--- config.mk ---
export PLATFORM = sky130hd
export DESIGN_NAME = fuse_prog_host
export DESIGN_NICKNAME = d
export VERILOG_FILES = /design/src/inc/fuse_prog_pkg.sv /design/src/hdl/fuse_prog_host.sv
export SDC_FILE = /design/constraint.sdc
export NUM_CORES = 1
export LEC_CHECK = 0
export ABC_AREA = 1
export BUFFER_PORTS_ARGS = -buffer_cell sky130_fd_sc_hd__buf_2
export CAP_MARGIN = 20
export CORE_ASPECT_RATIO = 2
export CORE_MARGIN = 1
export CORE_UTILIZATION = 41
export CTS_BUF_LIST = sky130_fd_sc_hd__clkbuf_16
export CTS_CLUSTER_DIAMETER = 80
export DETAILED_ROUTE_END_ITERATION = 12
export GPL_TIMING_DRIVEN = 0
export MAX_ROUTING_LAYER = met4
export PLACE_DENSITY_LB_ADDON = 0.25
export SYNTH_ARGS = -nofsm -noshare
export SYNTH_HDL_FRONTEND = slang
export SYNTH_SLANG_ARGS = --single-unit
--- constraint.sdc ---
create_clock -name core_clk_in -period 5.3 [get_ports core_clk_in]
set_clock_uncertainty 0.05 [all_clocks]
set_input_delay 0.265 -clock core_clk_in [delete_from_list [all_inputs] [get_ports core_clk_in]]
set_output_delay 0.265 -clock core_clk_in [all_outputs]
set_load 0.02 [all_outputs]
--- src/inc/fuse_prog_pkg.sv ---
// constants for the fuse programmer host
package fuse_prog_pkg;
  localparam int unsigned CLK_HZ         = 25000000;
  localparam int unsigned T_ZERO_NS      = 1000;
  localparam int unsigned T_ONE_US       = 60;
  localparam int unsigned T_GAP_US       = 12;
  localparam int unsigned T_BLOW_US      = 1000;
  localparam int unsigned ZERO_CYC       =
    (T_ZERO_NS * (CLK_HZ / 1000000) + 999) / 1000;
  localparam int unsigned ONE_CYC        = (T_ONE_US * (CLK_HZ / 1000000));
  localparam int unsigned GAP_CYC        = (T_GAP_US * (CLK_HZ / 1000000));
  localparam int unsigned BLOW_CYC       = (T_BLOW_US * (CLK_HZ / 1000000));
  localparam int unsigned WORD_BITS      = 38;
  localparam int unsigned READ_PULSES    = 8;
  localparam logic [11:0] START_PAT      = 12'h801;
  localparam logic [11:0] END_PAT        = 12'h7fe;
  localparam logic [1:0]  DUMMY_PAT      = 2'h2;
  localparam logic [1:0]  FN_SENSE       = 2'h0;
  localparam logic [1:0]  FN_PROGRAM     = 2'h2;
  localparam logic [1:0]  FN_READ        = 2'h3;
  localparam logic [1:0]  PAR_OTHER      = 2'h3;
  localparam logic [7:0]  MASTER_BIT     = 8'h01;
endpackage

--- src/hdl/fuse_prog_host.sv ---
// host controller that frames and sends fuse commands on the one-wire input
// Notes on behaviour
// - host blows only one fuse per word
// - host waits 1 ms after each blow
// - program other-functions bit0 blows master fuse
// - program uses function 10, one value bit
// - read uses function 11, value ignored
// - sense code bit0 set lowers current
// - sense code bit0 clear restores current
// - bench verifies programming by reading back
// - short pulse zero, long one, gaps
// - 38-bit word fields sent msb first
`timescale 1ns/10ps
`default_nettype none
module fuse_prog_host
(
  // clock, reset, enable
  input  wire logic       core_clk_in,
  input  wire logic       srst_in,
  input  wire logic       clk_en_in,
  // user command port
  input  wire logic       cmd_valid_in,
  input  wire logic [1:0] cmd_func_in,
  input  wire logic [1:0] cmd_param_in,
  input  wire logic [7:0] cmd_value_in,
  output logic            cmd_ready_out,
  output logic            cmd_bad_out,
  output logic            read_valid_out,
  output logic [7:0]      read_data_out,
  // device pins
  output logic            serial_program_input_out,
  input  wire logic       readback_output_in
);
  typedef enum logic [2:0]
  {
    ST_IDLE  = 3'b000,
    ST_HIGH  = 3'b001,
    ST_GAP   = 3'b010,
    ST_BLOW  = 3'b011,
    ST_RDHI  = 3'b100,
    ST_RDGAP = 3'b101
  } state_t;

  typedef struct packed
  {
    state_t      st;
    logic [37:0] word;
    logic [5:0]  bit_cnt;
    logic [15:0] tmr;
    logic [3:0]  rd_cnt;
    logic [7:0]  rd_shift;
    logic        is_read;
    logic        is_prog;
    logic        pin;
    logic        bad;
    logic        rvalid;
    logic [7:0]  rdata;
    logic        sync1;
    logic        sync2;
  } state_s_t;

  state_s_t s_reg;
  state_s_t s_next;

  // one-hot check on a program value
  function automatic logic one_hot8(input logic [7:0] v);
    logic [7:0] m;
    m = v & (v - 8'h01);
    return (v != 8'h00) && (m == 8'h00);
  endfunction

  function automatic logic [15:0] width_of(input logic b);
    return b ? 16'(fuse_prog_pkg::ONE_CYC) : 16'(fuse_prog_pkg::ZERO_CYC);
  endfunction

  logic prog_ok;
  assign prog_ok = one_hot8(cmd_value_in);

  always_comb
  begin
    s_next = s_reg;
    s_next.sync1 = readback_output_in;
    s_next.sync2 = s_reg.sync1;
    s_next.rvalid = 1'b0;
    s_next.bad = 1'b0;
    unique case (s_reg.st)
      ST_IDLE:
      begin
        s_next.pin = 1'b0;
        if (cmd_valid_in)
        begin
          if (cmd_func_in == fuse_prog_pkg::FN_PROGRAM && !prog_ok)
          begin
            s_next.bad = 1'b1;
          end
          else
          begin
            // msb first, all functions
            s_next.word = {fuse_prog_pkg::START_PAT, cmd_func_in,
                           cmd_param_in, fuse_prog_pkg::DUMMY_PAT,
                           cmd_value_in, fuse_prog_pkg::END_PAT};
            s_next.is_read = (cmd_func_in == fuse_prog_pkg::FN_READ);
            s_next.is_prog = (cmd_func_in == fuse_prog_pkg::FN_PROGRAM);
            s_next.bit_cnt = 6'd0;
            s_next.pin = 1'b1;
            s_next.tmr = width_of(fuse_prog_pkg::START_PAT[11]);
            s_next.st = ST_HIGH;
          end
        end
      end
      ST_HIGH:
      begin
        // zero is a short pulse, one a long pulse
        if (s_reg.tmr <= 16'd1)
        begin
          s_next.pin = 1'b0;
          s_next.tmr = 16'(fuse_prog_pkg::GAP_CYC);
          s_next.st = ST_GAP;
        end
        else
        begin
          s_next.tmr = s_reg.tmr - 16'd1;
        end
      end
      ST_GAP:
      begin
        if (s_reg.tmr <= 16'd1)
        begin
          if (s_reg.bit_cnt == 6'(fuse_prog_pkg::WORD_BITS - 1))
          begin
            if (s_reg.is_prog)
            begin
              // pin stays low so the switch opens; wait out the blow
              s_next.tmr = 16'(fuse_prog_pkg::BLOW_CYC);
              s_next.st = ST_BLOW;
            end
            else if (s_reg.is_read)
            begin
              // msb is already on the readback pin
              s_next.rd_cnt = 4'd0;
              s_next.rd_shift = 8'h00;
              s_next.st = ST_RDHI;
              s_next.pin = 1'b1;
              s_next.tmr = width_of(1'b0);
            end
            else
            begin
              s_next.st = ST_IDLE;
            end
          end
          else
          begin
            s_next.bit_cnt = s_reg.bit_cnt + 6'd1;
            s_next.word = {s_reg.word[36:0], 1'b0};
            s_next.pin = 1'b1;
            s_next.tmr = width_of(s_reg.word[36]);
            s_next.st = ST_HIGH;
          end
        end
        else
        begin
          s_next.tmr = s_reg.tmr - 16'd1;
        end
      end
      ST_BLOW:
      begin
        if (s_reg.tmr <= 16'd1)
        begin
          s_next.st = ST_IDLE;
        end
        else
        begin
          s_next.tmr = s_reg.tmr - 16'd1;
        end
      end
      ST_RDHI:
      begin
        // sample before the falling edge shifts the next bit out
        if (s_reg.tmr == 16'(fuse_prog_pkg::ZERO_CYC))
        begin
          if (s_reg.rd_cnt < 4'(fuse_prog_pkg::READ_PULSES))
          begin
            s_next.rd_shift = {s_reg.rd_shift[6:0], s_reg.sync2};
          end
        end
        if (s_reg.tmr <= 16'd1)
        begin
          s_next.pin = 1'b0;
          s_next.rd_cnt = s_reg.rd_cnt + 4'd1;
          s_next.tmr = 16'(fuse_prog_pkg::GAP_CYC);
          s_next.st = ST_RDGAP;
        end
        else
        begin
          s_next.tmr = s_reg.tmr - 16'd1;
        end
      end
      ST_RDGAP:
      begin
        if (s_reg.tmr <= 16'd1)
        begin
          if (s_reg.rd_cnt == 4'(fuse_prog_pkg::READ_PULSES))
          begin
            // eighth pulse ended read mode; zeros pad short fields
            s_next.rvalid = 1'b1;
            s_next.rdata = s_reg.rd_shift;
            s_next.st = ST_IDLE;
          end
          else
          begin
            s_next.pin = 1'b1;
            s_next.tmr = width_of(1'b0);
            s_next.st = ST_RDHI;
          end
        end
        else
        begin
          s_next.tmr = s_reg.tmr - 16'd1;
        end
      end
      default:
      begin
        s_next.st = ST_IDLE;
      end
    endcase
  end

  always_ff @(posedge core_clk_in)
  begin
    if (srst_in)
    begin
      s_reg <= '0;
    end
    else if (clk_en_in)
    begin
      s_reg <= s_next;
    end
  end

  // a sampling slot before the first falling edge picks up the msb
  assign cmd_ready_out            = (s_reg.st == ST_IDLE);
  assign cmd_bad_out              = s_reg.bad;
  assign read_valid_out           = s_reg.rvalid;
  assign read_data_out            = s_reg.rdata;
  assign serial_program_input_out = s_reg.pin;

  a_pulse_width_one: assert property (@(posedge core_clk_in)
    disable iff (srst_in)
    (s_reg.st == ST_GAP && clk_en_in && s_next.st == ST_HIGH
     && s_next.tmr == 16'(fuse_prog_pkg::ONE_CYC)) |=> serial_program_input_out)
    else $error("one pulse not started");
  a_gap_low: assert property (@(posedge core_clk_in) disable iff (srst_in)
    (s_reg.st == ST_GAP) |-> !serial_program_input_out)
    else $error("pin high in gap");
  a_blow_wait: assert property (@(posedge core_clk_in) disable iff (srst_in)
    (s_reg.st == ST_BLOW) |-> !serial_program_input_out && !cmd_ready_out)
    else $error("blow wait broken");
  a_prog_onehot: assert property (@(posedge core_clk_in) disable iff (srst_in)
    (cmd_ready_out && cmd_valid_in && clk_en_in
     && cmd_func_in == fuse_prog_pkg::FN_PROGRAM && !prog_ok) |=> cmd_bad_out)
    else $error("multi-bit program accepted");
  a_word_start: assert property (@(posedge core_clk_in) disable iff (srst_in)
    (s_reg.st == ST_HIGH && s_reg.bit_cnt == 6'd0)
    |-> s_reg.word[37:26] == fuse_prog_pkg::START_PAT)
    else $error("bad start field");
  a_read_count: assert property (@(posedge core_clk_in) disable iff (srst_in)
    read_valid_out |-> s_reg.rd_cnt == 4'(fuse_prog_pkg::READ_PULSES))
    else $error("read ended at wrong pulse");
  a_read_hold: assert property (@(posedge core_clk_in) disable iff (srst_in)
    (s_reg.st == ST_RDHI) |-> serial_program_input_out)
    else $error("read pulse low");
  a_idle_low: assert property (@(posedge core_clk_in) disable iff (srst_in)
    (s_reg.st == ST_IDLE) |-> !serial_program_input_out)
    else $error("pin high in idle");

  c_program: cover property (@(posedge core_clk_in) s_reg.st == ST_BLOW);
  c_read: cover property (@(posedge core_clk_in) read_valid_out);
  c_bad: cover property (@(posedge core_clk_in) cmd_bad_out);
endmodule
`default_nettype wire

Word level (Yosys, flattened, before mapping)
Index checks and enable logic that the tools add are counted.
{ "totals": {"input_bits": 17, "out_inout_bits": 12, "wordCells": 117, "register_bits": 89} }
{ "op_classes": {"n_lt_le_gt_ge": 2, "reduce_logical": 19, "muxes": 46, "eq_ne": 30, "bitwise": 2, "n_addsub": 4} }
{ "ops": {"columns": ["op", "n"], "rows": [
  ["$mux 63", 2],
  ["$mux 16", 7],
  ["$pmux 43 s2", 1],
  ["$pmux 16 s5", 1],
  ["$mux 47", 1],
  ["$mux 44", 1],
  ["$mux 12", 3],
  ["$ne 2x2->1 const B", 15],
  ["$mux 28", 1],
  ["$mux 9", 3],
  ["$mux 3", 8],
  ["$pmux 12 s2", 1],
  ["$reduce_and 8->1", 3],
  ["$pmux 3 s6", 1],
  ["$eq 16x5->1 const B", 1],
  ["$le 16x1->1 const B", 1],
  ["$mux 8", 2],
  ["$sub 16x1->16 const B", 1],
  ["$reduce_and 7->1", 2],
  ["$mux 11", 1],
  ["$mux 1", 10],
  ["$ne 3x3->1 const B", 3],
  ["$and 8x8->8", 1],
  ["$logic_not 8->1", 1],
  ["other kinds (26)", 32]
]} }

Longest topological paths before layout
Gate-level depths: netlist (run 1).
{ "depth": {"depth_word": 9, "depth_mapped": 14, "depth_no_buf": 13} }

Worst setup path before layout (run 1)
OpenSTA, ideal clock, no wires.
{ "synth_timing": {"kind": "register to register", "start": "reg s_reg[27] (netlist name)", "end": "reg s_reg[15] (netlist name)", "t_required_ns": 5.120, "arrival_ns": 1.679, "path_stages_with_launch": 13, "setup_ns": 0.130, "path_slack_ns": 3.441, "path_buffers": 1, "path_cell_list": "dfxtp_1 inv_1 ha_1 nand2_2 a21oi_4 nand2_4 nand2_2 nand2_2 nor2_4 nand2_2 buf_6 o21ai_1 nor2_1"} }
{ "synth_via": {"elab_chain_cells": 3, "elab_cells_between_ends": 5, "cone_classes": "order compare: 1; eq/ne: 3; reduce/logical: 1"} }
{ "synth_rtl": {"columns": ["item", "line_no", "rtl"], "rows": [
  ["start: declaration", "fuse_prog_host.sv:62", "state_s_t s_reg;"],
  ["start signal: assignment", "fuse_prog_host.sv:236", "s_reg <= s_next;"],
  ["$le 16x1->1 / $eq 16x5->1 (equally long branches)", "fuse_prog_host.sv:127, fuse_prog_host.sv:179", null],
  ["$ne 2x2->1 (no source line)", null, null],
  ["$reduce_and 8->1 (no source line) (*)", null, null]
]} }
Every way passes the cells marked *; elsewhere a longest branch is shown, timed or not.
A chain may end at the register's enable or synchronous reset.

Worst setup path after layout (run 1)
{ "layout_timing": {"start": "reg s_reg[27] (netlist name)", "end": "reg s_reg[35] (netlist name)"} }
{ "layout_via": {"elab_chain_cells": 3, "elab_cells_between_ends": 11, "cone_classes": "add/sub: 1; order compare: 1; eq/ne: 3; mux: 5; reduce/logical: 1"} }
{ "layout_rtl": {"columns": ["item"], "rows": [
  ["$le 16x1->1 / $sub 16x1->16 (equally long branches)"],
  ["$ne 5x5->1 (no source line), or another cell as far along"],
  ["$reduce_and 7->1 (no source line) / $pmux 16 s5 (equally long branches)"]
]} }
Several ways; a longest one is shown, not always the timed one. The select of a mux whose other input is x is not followed.

==> run metrics, run 1 <==
status=finished clean; clk_lat worst skew=approximately 0.34 ns; core box area=approximately 12000 um^2; GRT Total Usage=0.230; Die Y=between 150 and 200 um; setup_tns=0 ns; Required @ worst endpoint=between 5 and 6 ns; number of flip-flops in the largest register=76; fin crit period=about 2.3 ns; Synth area leaders=dfxtp_1 36%, nand2_1 14%, nor2_1 12%; RSZ-0062 raised after global routing=no; synth warn=0; crit path DAT=about 2.5 ns; fin. max-slew vios=0; share of layout cells above drive strength 1=0.124; die footprint=12400 um^2; sequential area share after synthesis=0.361; Post-synth EDFFs=0; CTS max path bufs=2; slowest CP cell=dfxtp_1; vias in the first global route=between 4000 and 5000; largest net degree at the start of global routing=17; HP Class=input port to flip-flop; worst reg2reg path depth=11; synth cell count leaders=180 x nand2_1, 151 x nor2_1, 88 x dfxtp_1, 78 x inv_1, 68 x o21ai_0; Yosys reg bits=slightly below 90; drt initial violations=306; n_diodes=0; Post-Syn Area=about 4900 um^2; Vias=around 4800; Final Hold Vio Count=0; Hold Path Stages=3; starting density of the core=0.420; Post-CTS Repair Setup Buffers=0; Slew headroom=0.560; die width=~80 um; maxcap violations=0; Primary FF master, synth=dfxtp_1; # DRC=0; worst IR drop on VDD=around 0.27 mV; M1 wire length=between 4000 and 5000 um; min-delay src=readback_output_in; PostCTS Resize Cnt=0; Static Leak=about 2.5 nW; Setup violations, final=0; Synth Area per Inst=around 6.4 um^2; CTS root buf=clkbuf_16; DRT Wirelength=about 13000 um; met3 wire len=422 um; Yosys cell types=32; crit-path cells=inv_1 > ha_1 > nand2_2 > nor2_1 > nand2_1 > nand2_1 > o21ai_0 > o21ai_0 > nand2_1 > nor2_1 > nor2_1; CTS tree=built; CP startpoint kind=flip-flop; PD cells=566 nW/um^2; I/O Buffers=26; Detail Route Antenna Nets=0; worst slew pin tran=approximately 0.66 ns; top cell type by total area after synthesis=dfxtp_1; Power, Total=slightly above 3 mW; WS Path Type=flip-flop to flip-flop; Layout Area Growth over Synthesis=12.1%; Clock transition at path regs=about 0.070 ns; max layer used=met4; asr flop ratio synth=0; TritonRoute pass-1 iters=6; TritonCTS Buffers=9; # IOs=29; Met2 Wirelength=7120 um; post-synth top area share=0.361; worst min-delay path endpoint=s_next[0]; # clock sinks=between 80 and 90; initial antenna violation count=0; Fmax achieved=between 0.4 and 0.5 GHz; first-pass GRT wire length=21400 um; count leader, synth=nand2_1; grt ovf=0; Via density=approximately 5.0; flop2flop setup slack=2.95 ns; CTS Hold Bufs=0; Crit Path Max Fanout=9; # nets final=819; post-synthesis net count=about 780; fin crit share=0.443; Worst R2R Start=s_reg[27]; routability-driven placement congestion ratio=about 0.99; WL per Instance=~14 um; max incr delay on CP=between 0.3 and 0.4 ns; synthesized instance count=between 700 and 800; R2R Path End=s_reg[35]; H-tree depth=3; CP endpoint kind=flip-flop; row count=56; hpwl dp=10100 um
routing by layer:
layer / up-vias / GRT usage
met1: 2164 / 0.216
met2: 102 / 0.429
met3: 43 / 0.0286
met5: - / -
met4: 0 / 0.139
li1: 2452 / -
per-stage QoR:
stage               cell area [um^2]  hold WS (ns)  setup WS, ns  std cells  utilization
floorplan                       4880         0.350          3.44        759            -
global placement                5200         0.400          3.00        930        0.447
detailed placement              5200         0.402          2.99        930        0.447
CTS                             5480         0.125          2.97        946        0.471
global route                    5480         0.167          2.69        946        0.471
finish                          5480         0.136          2.95        946        0.471
how the worst max path moves through the flow:
stage | cells after the start | start | slack (ns) | endpoint
6_report | 11 | s_reg[27] | 2.95 | s_reg[35]
5_1_grt | 11 | s_reg[27] | 2.69 | s_reg[35]
4_1_cts | 11 | s_reg[27] | 2.97 | s_reg[29]
3_5_place_dp | 11 | s_reg[27] | 2.99 | s_reg[29]
3_3_place_gp | 11 | s_reg[27] | 3.00 | s_reg[29]
2_1_floorplan | 12 | s_reg[27] | 3.44 | s_reg[15]
worst max-delay path: cells and delay by family, from the launching register on:
kind	cells	cell delay, ns
AOI/OAI and AO/OA	2	0.44
adders and majority gates	1	0.26
DFF	1	0.34
buffers and inverters	1	0.17
and+or+nand+nor	7	0.97
power breakdown:
part | internal, mW | switching, mW | leakage [nW]
clock | 0.321 | 0.283 | 0.130
combinational | 0.487 | 0.995 | 1.67
sequential | 0.871 | 0.144 | 0.719
kinds of logic (layout without fill, tap and decap cells):
logic type | count (synthesis) | in the layout | share of synthesized area
and+or+nand+nor | 414 | 414 | 0.356
buffers and inverters | 121 | 163 | 0.113
AOI/OAI and AO/OA | 116 | 116 | 0.130
DFF | 88 | 88 | 0.361
xor gates and xnor gates | 14 | 14 | 0.0251
adders and majority gates | 6 | 6 | 0.0154
area by class of cell:
class                   instances  area [um^2]
inverters                      84          320
well taps                     145          181
flip-flops and latches         88         1760
multi-input cells             550         2570
clock buffers                   9          225
plain buffers                  37          230
fillers                      1239         6160
repair buffers                 26          130
clock inverters                 7         53.8
layout by cell type (no fill, tap or decap), types with 2 or more instances in the layout:
master	n
nand2_1	180
nor3_1	7
nand3_1	39
a21oi_1	22
inv_2	5
o21ai_0	68
buf_4	15
nor2_4	3
clkinv_4	2
a31oi_1	2
dfxtp_1	88
clkinvlp_4	2
nor2_1	151
buf_2	30
xnor2_1	5
inv_6	3
ha_1	6
nand2_4	3
o21ai_1	11
a211oi_1	8
xor2_1	9
inv_1	78
o21ai_2	2
nand2_2	9
clkbuf_1	14
nand2b_1	2
nor2_2	9
clkbuf_16	9
nand3b_1	2
nand4_1	8
buf_6	4
Power figures use the tool's default switching activity.
==> run 2: changes to the inputs <==
==> constraint.sdc (replaced) <==
create_clock -name core_clk_in -period 1.9 [get_ports core_clk_in]
set_clock_uncertainty 0.05 [all_clocks]
set_input_delay 0.095 -clock core_clk_in [delete_from_list [all_inputs] [get_ports core_clk_in]]
set_output_delay 0.095 -clock core_clk_in [all_outputs]
set_load 0.02 [all_outputs]
==> run 2 against run 1 <==
  * The run now ends with setup timing left
  * Largest power group unchanged
  * Register-to-register slack got worse by 3.0 ns
  * Via count rose by 5.5%
  * Clock-buffer cell count did not move
  * Flip-flop and latch count did not move
  * Clock power rose to 2.8 times the previous value
  * Non-clock buffer count rose by 46
  * Critical path depth rose by 1
  * Fmax rose by 21%
  * Critical path type unchanged
  * Worst setup slack got worse by 3.0 ns
  * Power rose to 3.2 times the previous value
==> run metrics, run 2 (synthesized netlist as in run 1, its figures left out) <==
fin. max-slew vios=0 (unchanged); Static Leak=2.81 nW (+12%); fin crit share=1.02 (+0.580); drt initial violations=325 (+6.2%); largest net degree at the start of global routing=17 (unchanged); TritonRoute pass-1 iters=7 (+1); number of flip-flops in the largest register=76 (unchanged); HP Class=input port to flip-flop; Detail Route Antenna Nets=0 (unchanged); share of layout cells above drive strength 1=0.242 (+0.118); Clock transition at path regs=0.07 ns (about the same); CP startpoint kind=flip-flop; WS Path Type=flip-flop to flip-flop; Layout Area Growth over Synthesis=26.3%; RSZ-0062 raised after global routing=yes; worst IR drop on VDD=0.859 mV (+220%); crit path DAT=2.10 ns (-0.43 ns); PD cells=1620 nW/um^2 (+190%); row count=56 (unchanged); slowest CP cell=dfxtp_2; WL per Instance=14.0 um (+2.7%); n_diodes=0 (unchanged); grt ovf=0 (unchanged); fin crit period=1.94 ns (-0.403 ns); die width=79.2 um (unchanged); # DRC=0 (unchanged); status=complete, but fails checks; Worst Setup SP=s_reg[29]; routability-driven placement congestion ratio=0.987 (unchanged); CTS max path bufs=2 (unchanged); hpwl dp=10100 um (unchanged); I/O Buffers=26 (unchanged); crit-path cells=nor2_4 > nand2_2 > a21oi_4 > nand4_1 > nand2_2 > inv_2 > nor2_4 > buf_6 > buf_6 > nand2_1 > o21ai_1 > nor2_1; CTS root buf=clkbuf_16; starting density of the core=0.420 (unchanged); Power, Total=9.98 mW (+220%); vias in the first global route=4753 (+2.8%); # IOs=29 (unchanged); Via density=5.06 (+0.61%); Hold Slack=0.0148 ns (-0.121 ns); TritonCTS Buffers=9 (unchanged); Final Hold Vio Count=0 (unchanged); maxcap violations=0 (unchanged); initial antenna violation count=0 (unchanged); GRT Total Usage=0.235 (+0.00569); die footprint=12400 um^2 (unchanged); H-tree depth=3 (unchanged); clk_lat worst skew=0.34 ns (about the same); Die Y=156 um (unchanged); min-delay src=cmd_func_in[0]; CTS tree=built; worst slew pin tran=0.681 ns (+0.0204 ns); CP endpoint kind=flip-flop; Setup violations, final=20 (+20); setup ws final=-0.0440 ns (-3.00 ns); Final Core Density=0.530 (+0.0596); DRT Wirelength=13900 um (+7.7%); # nets final=865 (+5.6%); Required @ worst endpoint=2.05 ns (-3.43 ns); Slew headroom=0.546 (-0.0136); first-pass GRT wire length=22000 um (+2.7%); failing checks=setup timing; Crit Path Max Fanout=5 (-4); commonest non-fill, non-tap cell in the layout=nand2_1; core box area=11600 um^2 (unchanged); max incr delay on CP=0.38 ns (+0.04 ns); # clock sinks=88 (unchanged); Worst R2R Start=s_reg[29]; Fmax achieved=0.514 GHz (+21%); Vias=5023 (+5.5%); most frequent cells in the layout=161 x nand2_1, 142 x nor2_1, 74 x dfxtp_1
run 2: worst paths after layout:
path | to | slack, ns | cells after the start
min reg2reg | read_data_out[6] | 0.41 | 2
max | s_reg[75] | -0.04 | 12
min | s_reg[14] | 0.01 | 3
max reg2reg | s_reg[75] | -0.04 | 12
run 2: worst max-delay path: cells and delay by family, from the launching register on:
family                 cells  cell delay (ns)
DFF                        1             0.38
and+or+nand+nor            7             0.81
buffers and inverters      3             0.33
AOI/OAI and AO/OA          2             0.22
run 2: power by group:
group | switching (mW) | total (mW) | internal [mW]
combinational | 3.27 | 5.39 | 2.12
sequential | 0.447 | 2.91 | 2.46
clock | 0.792 | 1.69 | 0.896
total | 4.50 | 9.98 | 5.48
run 2: what timing repair did:
item	CTS	global route
hold endpoints to repair	2	0
resized for setup	51	81
gates cloned	3	2
endpoints found under the setup margin	77	82
hold buffers	2	0
pin swaps	10	26
setup buffers	15	24
run 2: layer usage:
layer  vias up  share of wire  routed length, um  GRT usage
met5         -              0                  0          -
met4         0          0.064                897      0.148
met3        68          0.036                507     0.0297
met2       127           0.55               7600      0.440
met1      2283           0.35               4910      0.219
li1       2545              -                  -          -
run 2: area by class of cell:
| type | count | area [um^2] |
|---|---|---|
| clock inverters | 7 | 53.8 |
| repair buffers | 72 | 499 |
| fillers | 1150 | 5460 |
| flip-flops and latches | 88 | 1780 |
| plain buffers | 37 | 268 |
| inverters | 84 | 342 |
| well taps | 145 | 181 |
| clock buffers | 9 | 225 |
| multi-input cells | 550 | 2820 |
run 2: metrics by stage:
stage	TNS, ns	area, um^2	setup WS [ns]	std cells
6_report	-0.359	6170	-0.0440	992
3_5_place_dp	-18.12	5200	-0.410	930
5_1_grt	-5.72	6170	-0.140	992
2_1_floorplan	0	4880	0.0408	759
4_1_cts	-0.160	5760	-0.0202	966
3_3_place_gp	-17.10	5200	-0.396	930
==> run 3: changes to the inputs <==
--- a/config.mk
+++ b/config.mk
@@ -8,7 +8,7 @@
 export ABC_AREA = 1
 export BUFFER_PORTS_ARGS = -buffer_cell sky130_fd_sc_hd__buf_2
 export CAP_MARGIN = 20
-export CORE_ASPECT_RATIO = 2
+export CORE_ASPECT_RATIO = 1.5
 export CORE_MARGIN = 1
 export CORE_UTILIZATION = 41
 export CTS_BUF_LIST = sky130_fd_sc_hd__clkbuf_16
==> constraint.sdc (replaced) <==
create_clock -name core_clk_in -period 1.9 [get_ports core_clk_in]
set_clock_uncertainty 0.05 [all_clocks]
set_input_delay 0.19 -clock core_clk_in [delete_from_list [all_inputs] [get_ports core_clk_in]]
set_output_delay 0.19 -clock core_clk_in [all_outputs]
set_load 0.02 [all_outputs]
==> run 3 against run 2 <==
  * The flow still finishes with violations (setup timing)
  * Utilization is 1.1 points higher
  * First-iteration DRC count is 23% lower
  * Global-route usage is 1.2 points lower
  * Worst setup slack better by 0.0073 ns
  * Sequential power is 1% higher
  * Register-to-register slack hardly changed
  * Fmax is 0.38% higher
  * Power is 1.6% higher
  * Die area is 0.14% lower
  * Critical path depth is 1 higher
  * Design area is 1.2% higher
  * Sequential share of layout area is 0.32 points lower
==> run metrics, run 3 (synthesized netlist as in run 1, its figures left out) <==
most frequent cells in the layout=151 x nand2_1, 142 x nor2_1, 75 x dfxtp_1; fin. max-slew vios=0 (unchanged); DP Worst Slack=-0.340 ns (+0.0707 ns); CP endpoint kind=flip-flop; Slew headroom=0.512 (-0.0335); Via density=5.02 (-0.80%); # clock sinks=88 (unchanged); grt ovf=0 (unchanged); TritonCTS Buffers=9 (unchanged); maxcap violations=0 (unchanged); crit path DAT=2.11 ns (about the same); Required @ worst endpoint=2.07 ns (+0.02 ns); worst slew pin tran=0.731 ns (+0.0503 ns); PD cells=1630 nW/um^2 (+0.43%); CTS tree=built; # IOs=29 (unchanged); HP Class=input port to flip-flop; CTS root buf=clkbuf_16; fin crit period=1.94 ns (-0.00732 ns); Layout Area Growth over Synthesis=27.8%; setup ws final=-0.0367 ns (+0.00732 ns); die width=91.1 um (+15%); Static Leak=2.83 nW (+0.70%); routability-driven placement congestion ratio=0.885 (-10%); initial antenna violation count=0 (unchanged); Crit Path Max Fanout=4 (-1); Final Cell Area=6240 um^2 (+1.2%); WS Path Type=flip-flop to flip-flop; setup_tns=-0.310 ns (+0.0490 ns); row count=48 (-14%); CP startpoint kind=flip-flop; Die Y=136 um (-13%); Detail Route Antenna Nets=0 (unchanged); Final Core Density=0.541 (+0.0109); first-pass GRT wire length=21400 um (-3.0%); Vias=4973 (-1.0%); drt initial violations=251 (-23%); # nets final=858 (-0.81%); vias in the first global route=4703 (-1.1%); I/O Buffers=26 (unchanged); commonest non-fill, non-tap cell in the layout=nand2_1; largest net degree at the start of global routing=17 (unchanged); GRT Total Usage=0.224 (-0.0118); Final Hold Vio Count=0 (unchanged); Fmax achieved=0.516 GHz (+0.38%); Clock transition at path regs=0.07 ns (about the same); RSZ-0062 raised after global routing=yes; n_diodes=0 (unchanged); die footprint=12400 um^2 (-0.14%); Placed Area=5200 um^2 (+0.12%); register area=1790 um^2 (about the same); clk_lat worst skew=0.35 ns (about the same); failing checks=setup timing; hpwl dp=9450 um (-6.8%); number of flip-flops in the largest register=76 (unchanged); TritonRoute pass-1 iters=5 (-2); multi-input gate area in the final layout=2890 um^2 (+2.6%); share of layout cells above drive strength 1=0.267 (+0.0246); fin crit share=1.02 (-0.00385); Setup violations, final=24 (+20%); worst IR drop on VDD=1.14 mV (+33%); WL per Instance=13.7 um (-2.6%); # DRC=0 (unchanged); DRT Wirelength=13500 um (-2.8%); status=complete, but fails checks; Fill cells=1141 (-0.78%); H-tree depth=3 (unchanged); core box area=11500 um^2 (-0.86%); starting density of the core=0.424 (+0.00365); CTS max path bufs=2 (unchanged)
run 3: changes by cell type in the layout (fill, tap and decap cells not counted), moves of 3 or more:
cell,before,now
buf_8,1,4
a21oi_2,2,5
o21ai_1,24,21
nand2_2,21,29
nand2_4,9,12
buf_4,49,45
o21ai_2,7,16
buf_6,15,8
a21oi_1,20,17
nand2_1,161,151
inv_6,3,0
o21ai_0,50,44
run 3: what timing repair did:
action	4_1_cts	5_1_grt
resized for setup	58	101
setup endpoints to repair	78	81
hold buffers	0	0
pin swaps	9	33
gates cloned	1	4
setup buffers	12	22
run 3: final cells by class:
type | count | share of cell area
Buffer | 37 | 0.0455
Clock buffer | 9 | 0.0361
Clock inverter | 7 | 0.0134
Inverter | 84 | 0.0535
Multi-Input combinational cell | 550 | 0.463
Sequential cell | 88 | 0.286
Tap cell | 150 | 0.0301
Timing Repair Buffer | 65 | 0.0724
run 3: critical path, cell delays in order (launching register included):
cell,delay [ns]
dfxtp_4,0.36
inv_4,0.07
ha_4,0.15
nand2_4,0.07
a21oi_4,0.20
nand4_1,0.14
nand2_2,0.10
inv_2,0.04
nor2_4,0.16
clkbuf_16,0.18
buf_8,0.12
nand2_2,0.04
o21ai_1,0.07
nor2_1,0.05
run 3: per-layer routing:
metal  track usage  vias up  part of all wire
li1              -     2534                 -
met1         0.228     2298              0.39
met2         0.415       97              0.54
met3        0.0309       44             0.032
met4         0.114        0             0.036
met5             -        -                 0
run 3: worst paths after layout:
kind                           start  slack, ns  depth (start not counted)          endpoint
setup / recovery           s_reg[28]      -0.04                         13         s_reg[54]
hold / removal    readback_output_in       0.04                          3         s_next[0]
setup reg to reg           s_reg[28]      -0.04                         13         s_reg[54]
hold reg to reg     read_data_out[1]       0.41                          2  read_data_out[1]
run 3: through the flow:
stage	cells	power (mW)	hold WS, ns
final	990	10.1	0.0447
after global routing	990	10.9	0.0671
after CTS	964	9.31	0.0385
after detailed placement	935	6.91	0.392
after global placement	935	6.83	0.389
after floorplan	759	5.95	0.275
run 3: report_power, final:
group | total, mW | internal, mW | switching (mW) | leakage (nW)
Combinational | 5.36 | 2.11 | 3.25 | 1.96
Clock | 1.84 | 1.03 | 0.803 | 0.144
Sequential | 2.95 | 2.46 | 0.485 | 0.725
